<file path="src/feature_cfg_consts.vh">
// Offsets, field positions, reset values and masks of the feature configuration bank.
// Assumes an 8-bit control port addressed by register offset.
`ifndef FEATURE_CFG_CONSTS_VH
`define FEATURE_CFG_CONSTS_VH

// ************************************************************
// Register offsets
// ************************************************************
`define ACT_CLK_CFG_ADDR 8'h20
`define LIM_ROUTE_CFG_ADDR 8'h23
`define GAIN_COMP_EN_ADDR 8'h24
`define PWR_LIM_CFG_ADDR 8'h2B

// ************************************************************
// Reset values and writable masks
// ************************************************************
`define ACT_CLK_CFG_RST 8'h00
`define LIM_ROUTE_CFG_RST 8'h00
`define GAIN_COMP_EN_RST 8'h00
`define PWR_LIM_CFG_RST 8'h00
`define ACT_CLK_CFG_WMASK 8'hFC
`define LIM_ROUTE_CFG_WMASK 8'hF0
`define GAIN_COMP_EN_WMASK 8'hFF
`define PWR_LIM_CFG_WMASK 8'hFC

// ************************************************************
// Field positions
// ************************************************************
`define ACT_CLK_SRC_HI 7
`define ACT_CLK_SRC_LO 6
`define ACT_EXT_RATE_HI 5
`define ACT_EXT_RATE_LO 4
`define ACT_PH1_EN_BIT 2
`define LIM_SRC_HI 7
`define LIM_SRC_LO 6
`define LIM_OUT_HI 5
`define LIM_OUT_LO 4
`define AGC_EN_HI 7
`define AGC_EN_LO 4
`define DRC_EN_HI 3
`define DRC_EN_LO 0
`define PLIM_EN_BIT 7
`define PLIM_ATTN_HI 6
`define PLIM_ATTN_LO 4
`define PLIM_SRC_BIT 3
`define PLIM_RECOV_BIT 2

// ************************************************************
// Field codes
// ************************************************************
`define CLK_SRC_INT_OSC 2'h0
`define CLK_SRC_BIT_CLK 2'h1
`define CLK_SRC_CTRL_CLK 2'h2
`define CLK_SRC_CUSTOM 2'h3
`define EXT_RATE_24M576 2'h0
`define EXT_RATE_6M144 2'h1
`define EXT_RATE_12M288 2'h2
`define EXT_RATE_18M432 2'h3
`define LIM_SRC_MAX 2'h0
`define LIM_SRC_CH1 2'h1
`define LIM_SRC_CH0 2'h2
`define LIM_SRC_AVG 2'h3
`define ATTN_STEP_DB 6

`endif

</file>
<file path="src/dsp_feature_config_regs.v">
// Four 8-bit feature configuration registers and their decoded controls.
// Assumes a synchronous control port: address, write strobe, data; read is combinational.
//
// What this block does
// - Two-bit clock source for activity logic
// - Two-bit external activity clock rate code
// - Bit 2 enables first-phase comparator detection
// - Limiter level source: max, ch1, ch0, average
// - Limiter gain applied: both, ch1, ch0, none
// - Bits 7..4 enable gain control ch1..4
// - Bits 3..0 enable compression ch1..4
// - Bit 7 switches power limiter on
// - Three-bit attenuation in 6 dB steps
// - Bit 3 selects analog-sample attenuation source
// - Recovery bit allows attenuation to decrease
`timescale 1ns/1ps
`include "feature_cfg_consts.vh"
module dsp_feature_config_regs (
    input wire sys_clk,
    input wire rst,
    input wire [7:0] reg_addr,
    input wire reg_wr,
    input wire [7:0] reg_wdata,
    output reg [7:0] reg_rdata,
    output wire reg_hit,
    output wire [1:0] activity_clock_source_sel,
    output wire [1:0] activity_external_clock_rate,
    output wire clk_src_int_osc,
    output wire clk_src_bit_clk,
    output wire clk_src_control_clock_input,
    output wire clk_src_custom,
    output wire first_phase_detect_enable,
    output wire [1:0] limiter_source_select,
    output wire [1:0] limiter_output_select,
    output wire limit_src_max,
    output wire limit_src_avg,
    output wire limit_src_ch1,
    output wire limit_src_ch0,
    output wire limit_apply_ch0,
    output wire limit_apply_ch1,
    output wire [3:0] gain_control_enable,
    output wire [3:0] compression_enable,
    output wire power_limiter_enable,
    output wire [2:0] power_limiter_attenuation,
    output wire [5:0] attenuation_db,
    output wire attenuation_from_analog_sample,
    output wire power_limiter_recover_enable
);
    // ************************************************************
    // Storage and write decode
    // ************************************************************
    wire [7:0] act_clk_r;
    wire [7:0] lim_route_r;
    wire [7:0] gain_comp_r;
    wire [7:0] pwr_lim_r;
    wire wr_act;
    wire wr_lim;
    wire wr_gain;
    wire wr_pwr;

    assign wr_act = reg_wr && (reg_addr == `ACT_CLK_CFG_ADDR);
    assign wr_lim = reg_wr && (reg_addr == `LIM_ROUTE_CFG_ADDR);
    assign wr_gain = reg_wr && (reg_addr == `GAIN_COMP_EN_ADDR);
    assign wr_pwr = reg_wr && (reg_addr == `PWR_LIM_CFG_ADDR);

    cfg_reg8 #(.RST_VAL(`ACT_CLK_CFG_RST), .WMASK(`ACT_CLK_CFG_WMASK)) u_act (
        .sys_clk(sys_clk),
        .rst(rst),
        .wr_en(wr_act),
        .wr_data(reg_wdata),
        .value_r(act_clk_r)
    );
    cfg_reg8 #(.RST_VAL(`LIM_ROUTE_CFG_RST), .WMASK(`LIM_ROUTE_CFG_WMASK)) u_lim (
        .sys_clk(sys_clk),
        .rst(rst),
        .wr_en(wr_lim),
        .wr_data(reg_wdata),
        .value_r(lim_route_r)
    );
    cfg_reg8 #(.RST_VAL(`GAIN_COMP_EN_RST), .WMASK(`GAIN_COMP_EN_WMASK)) u_gain (
        .sys_clk(sys_clk),
        .rst(rst),
        .wr_en(wr_gain),
        .wr_data(reg_wdata),
        .value_r(gain_comp_r)
    );
    cfg_reg8 #(.RST_VAL(`PWR_LIM_CFG_RST), .WMASK(`PWR_LIM_CFG_WMASK)) u_pwr (
        .sys_clk(sys_clk),
        .rst(rst),
        .wr_en(wr_pwr),
        .wr_data(reg_wdata),
        .value_r(pwr_lim_r)
    );

    // ************************************************************
    // Read path
    // ************************************************************
    // Unmapped offsets read zero so a probe never sees stale data
    assign reg_hit = (reg_addr == `ACT_CLK_CFG_ADDR) || (reg_addr == `LIM_ROUTE_CFG_ADDR) ||
                     (reg_addr == `GAIN_COMP_EN_ADDR) || (reg_addr == `PWR_LIM_CFG_ADDR);

    always @* begin
        case (reg_addr)
            `ACT_CLK_CFG_ADDR: reg_rdata = act_clk_r;
            `LIM_ROUTE_CFG_ADDR: reg_rdata = lim_route_r;
            `GAIN_COMP_EN_ADDR: reg_rdata = gain_comp_r;
            `PWR_LIM_CFG_ADDR: reg_rdata = pwr_lim_r;
            default: reg_rdata = 8'h00;
        endcase
    end

    // ************************************************************
    // Activity clocking
    // ************************************************************
    // clock source decode
    assign activity_clock_source_sel = act_clk_r[`ACT_CLK_SRC_HI:`ACT_CLK_SRC_LO];
    assign clk_src_int_osc = (activity_clock_source_sel == `CLK_SRC_INT_OSC);
    assign clk_src_bit_clk = (activity_clock_source_sel == `CLK_SRC_BIT_CLK);
    assign clk_src_control_clock_input = (activity_clock_source_sel == `CLK_SRC_CTRL_CLK);
    assign clk_src_custom = (activity_clock_source_sel == `CLK_SRC_CUSTOM);
    assign activity_external_clock_rate = act_clk_r[`ACT_EXT_RATE_HI:`ACT_EXT_RATE_LO];
    assign first_phase_detect_enable = act_clk_r[`ACT_PH1_EN_BIT];

    // ************************************************************
    // Limiter routing
    // ************************************************************
    // level source decode
    assign limiter_source_select = lim_route_r[`LIM_SRC_HI:`LIM_SRC_LO];
    assign limit_src_max = (limiter_source_select == `LIM_SRC_MAX);
    assign limit_src_ch1 = (limiter_source_select == `LIM_SRC_CH1);
    assign limit_src_ch0 = (limiter_source_select == `LIM_SRC_CH0);
    assign limit_src_avg = (limiter_source_select == `LIM_SRC_AVG);
    assign limiter_output_select = lim_route_r[`LIM_OUT_HI:`LIM_OUT_LO];
    assign limit_apply_ch1 = ~limiter_output_select[1];
    assign limit_apply_ch0 = ~limiter_output_select[0];

    // ************************************************************
    // Per-channel enables
    // ************************************************************
    // Output bit 0 is channel one, so bit order is reversed
    genvar ch;
    generate
        for (ch = 0; ch < 4; ch = ch + 1) begin : g_ch
            assign gain_control_enable[ch] = gain_comp_r[`AGC_EN_HI - ch];
            assign compression_enable[ch] = gain_comp_r[`DRC_EN_HI - ch];
        end
    endgenerate

    // ************************************************************
    // Power limiter
    // ************************************************************
    // limiter on/off
    assign power_limiter_enable = pwr_lim_r[`PLIM_EN_BIT];
    assign power_limiter_attenuation = pwr_lim_r[`PLIM_ATTN_HI:`PLIM_ATTN_LO];
    assign attenuation_db = {3'h0, power_limiter_attenuation} * 6'd`ATTN_STEP_DB;
    assign attenuation_from_analog_sample = pwr_lim_r[`PLIM_SRC_BIT];
    assign power_limiter_recover_enable = pwr_lim_r[`PLIM_RECOV_BIT];
endmodule

</file>
<file path="src/cfg_reg8.v">
// One 8-bit configuration register with a writable-bit mask.
// Assumes a one-cycle write strobe synchronous to sys_clk.
`timescale 1ns/1ps
module cfg_reg8 #(
    parameter [7:0] RST_VAL = 8'h00,
    parameter [7:0] WMASK = 8'hFF
) (
    input wire sys_clk,
    input wire rst,
    input wire wr_en,
    input wire [7:0] wr_data,
    output reg [7:0] value_r
);
    // Read-only reserved bits hold zero whatever is written
    always @(posedge sys_clk or posedge rst) begin
        if (rst) begin
            value_r <= RST_VAL;
        end else if (wr_en) begin
            value_r <= wr_data & WMASK;
        end
    end
endmodule

</file>
<file path="config.mk">
export PLATFORM = sky130hd
export DESIGN_NAME = dsp_feature_config_regs
export DESIGN_NICKNAME = d
export VERILOG_FILES = /design/src/dsp_feature_config_regs.v /design/src/cfg_reg8.v
export VERILOG_INCLUDE_DIRS = /design/src
export SDC_FILE = /design/constraint.sdc
export NUM_CORES = 1
export LEC_CHECK = 0
export ABC_AREA = 1
export CORE_ASPECT_RATIO = 1.2
export CORE_MARGIN = 5
export CORE_UTILIZATION = 45
export CTS_BUF_LIST = sky130_fd_sc_hd__clkbuf_4 sky130_fd_sc_hd__clkbuf_8 sky130_fd_sc_hd__clkbuf_16
export DETAILED_ROUTE_END_ITERATION = 8
export DONT_BUFFER_PORTS = 1
export GPL_TIMING_DRIVEN = 0
export HOLD_SLACK_MARGIN = 0.12
export PLACE_DENSITY_LB_ADDON = 0.3
export SYNTH_ARGS = -nofsm -noshare
export SYNTH_HDL_FRONTEND = slang
export SYNTH_HIERARCHICAL = 1
export SYNTH_SLANG_ARGS = --single-unit
</file>
<file path="constraint.sdc">
create_clock -name sys_clk -period 3.35 [get_ports sys_clk]
set_clock_uncertainty 0.05 [all_clocks]
set_input_delay 0.335 -clock sys_clk [delete_from_list [all_inputs] [get_ports sys_clk]]
set_output_delay 0.335 -clock sys_clk [all_outputs]
set_load 0.02 [all_outputs]
</file>
==> impl_metrics.py <==
metrics = {
    "power": {
        "powerDensity_mw_per_mm2": 348,
        "leakagePower_nw": 1.05,
        "peakVddDrop_v": 0.000232,
        "totalPowerFinal_uw": 605,
    },
    "route": {
        "ant_nets": 0,
        "first_pass_iters": 4,
        "drt-initial-drc-count": 97,
        "vias": 1432,
        "avgRoutedWirePerCell_um": 13.7,
        "wl_um": 4040,
        "drcViolationCount": 0,
        "via_per_inst": 4.87,
    },
    "layout": {
        "syn2layout_area_growth_pct": 8.10,
        "mostFrequentLayoutCell": "nand2_1",
        "n_antenna_cell": 0,
        "nFillCells": 343,
        "layout_common_cells": "108 x nand2_1, 39 x inv_1, 32 x nand3_1",
        "fin_area_sq_mm": 0.00174,
        "final_nets": 280,
        "regArea_sq_um": 601,
        "multiInputGateArea_sq_um": 739,
        "finish.utilization": 0.511,
        "drive_gt1_frac": 0.113,
    },
    "clock_network": {
        "clockBufferDepth": 2,
        "clk_latency_ns": 0.26,
        "cts_resized": 0,
        "cts_buffers": 3,
        "cts_num_sinks": 24,
        "root_buffer": "clkbuf_8",
        "cts_tree": "built",
        "clkTransAtPathRegs_ns": 0.09,
        "htreeDepth": 1,
    },
    "floorplan": {
        "core_sq_mm": 0.00340,
        "rows": 23,
        "die_h_um": 75.5,
        "die_area_sq_mm": 0.00487,
        "die_x_um": 64.5,
        "io_pins": 67,
        "start_util": 0.473,
    },
    "logic_synthesis": {
        "netlist_instances": 247,
        "synth.cell_area_sq_mm": 0.00161,
        "synth.top_cell.area_share": 0.374,
        "synthTopCellsByArea": "dfrtp_1 37%, nand2_1 25%, nand3_1 10%",
        "ys_seq_area_frac": 0.374,
        "synth.area.mux_share": 0,
        "synth.distinct_cells": 16,
        "synth_area_leader_cell": "dfrtp_1",
        "synth-simple-area-share": 0.406,
        "synth_compound_area_frac": 0,
        "avgSynthCellArea_sq_um": 6.50,
        "yosysWarnings": 6,
        "synth_fa_ha_area_frac": 0.0280,
        "synth_xor_area_frac": 0.00545,
        "synth-seq-cells": 24,
        "synth_top_family_by_area": "simple AND/OR/NAND/NOR gates",
    },
    "job": {
        "cap_violations": 0,
    },
    "timing": {
        "period_share": 0.672,
        "setup_violations": 0,
        "drv_slew": 0,
        "finalSetupTns_ns": 0,
        "rsz0062_at_grt": "no",
        "fmax_mhz": 444,
        "hold_viol": 0,
        "fin_crit_ns": 2.25,
    },
    "setup_path": {
        "cp_data_arrival_time_ns": 1.87,
        "ff2ff_path_depth": 2,
        "crit_path_end_kind": "output port",
        "path_class": "reg -> out",
        "critPathMaxFanout": 6,
        "start_kind": "register",
        "cp_data_required_time_ns": 2.96,
    },
    "global_routing": {
        "grt_overflow": 0,
        "grt.total_usage": 0.171,
        "grt_pass1_wl_um": 6440,
        "grt_pass1_vias": 1331,
        "antenna_found_initial": 0,
        "grt_max_degree": 14,
    },
    "min_path": {
        "hold_path_depth": 2,
        "min_path_type": "in -> reg",
    },
    "place": {
        "place_area_sq_mm": 0.00167,
        "io_buffers": 0,
        "dp_hpwl_um": 3130,
        "place_congestion": 0.799,
    },
    "status": {
        "status": "finished clean",
    },
}
## synth_stat cells
cell type / number
buf_6: 4
nor2_2: 4
buf_4: 10
inv_2: 5
dfrtp_1: 24
nor2_4: 1
xnor2_1: 1
conb_1: 4
nor2_1: 10
ha_1: 2
nand3_1: 32
fa_1: 1
nand2_1: 108
inv_1: 39
nand2_2: 1
nand4_1: 1
## metrics by stage
step           hold slack (ns)  instances  setup WS (ns)
2_1_floorplan           0.0511        252           1.47
3_3_place_gp            0.0653        289           1.38
3_5_place_dp            0.0693        289           1.38
4_1_cts                  0.125        294           1.08
5_1_grt                  0.121        294           1.01
6_report                 0.128        294           1.10
## routing by layer
layer | up-vias | wire length, um | track usage
met5 | - | 0 | 0
li1 | 731 | - | -
met2 | 56 | 1970 | 0.283
met4 | 0 | 85 | 0.0634
met3 | 6 | 334 | 0.0369
met1 | 639 | 1660 | 0.221
## cells by family (layout without fill, tap and decap cells)
group                    Yosys count  in the layout
XOR/XNOR                           1              1
buffers and inverters             58             63
other                              4              9
AND/OR/NAND/NOR                  157            157
flip-flops                        24             24
adder cells (fa/ha/maj)            3              3
## power by group
| group | switching (mW) | internal [mW] |
|---|---|---|
| clock | 0.0942 | 0.105 |
| sequential | 0.0350 | 0.303 |
| combinational | 0.0461 | 0.0220 |
## final timing paths
kind                                  start                 to  slack [ns]
max                        u_pwr/value_r[5]  attenuation_db[4]        1.10
min                            reg_wdata[2]   u_act/value_r[2]        0.13
max reg2reg                u_act/value_r[6]   u_act/value_r[6]        2.48
min reg2reg                u_act/value_r[3]   u_act/value_r[3]        0.44
max in group asynchronous               rst  u_gain/value_r[6]        2.51
min in group asynchronous               rst   u_lim/value_r[5]        0.42
## critical path: stages (launching register included)
cell,delay [ns]
dfrtp_1,0.57
ha_1,0.21
inv_1,0.05
fa_1,0.37
xnor2_1,0.41
## registers in the layout, summed over array words and instances, names as in the netlist
register	cells
u_act/value_r	6
u_gain/value_r	8
u_lim/value_r	4
u_pwr/value_r	6
## layout make-up
cell class                      instances  share of cell area
Multi-Input combinational cell        170               0.426
Tap cell                               37              0.0267
Timing Repair Buffer                    1             0.00576
Sequential cell                        24               0.346
Buffer                                 14              0.0692
Inverter                               44              0.0951
Clock buffer                            4              0.0317
## repair_timing
action | 4_1_cts | 5_1_grt
setup buffers | 0 | 0
hold buffers | 1 | 0
hold endpoints to repair | 24 | 0
No activity file was read; power rests on OpenSTA's default activity.
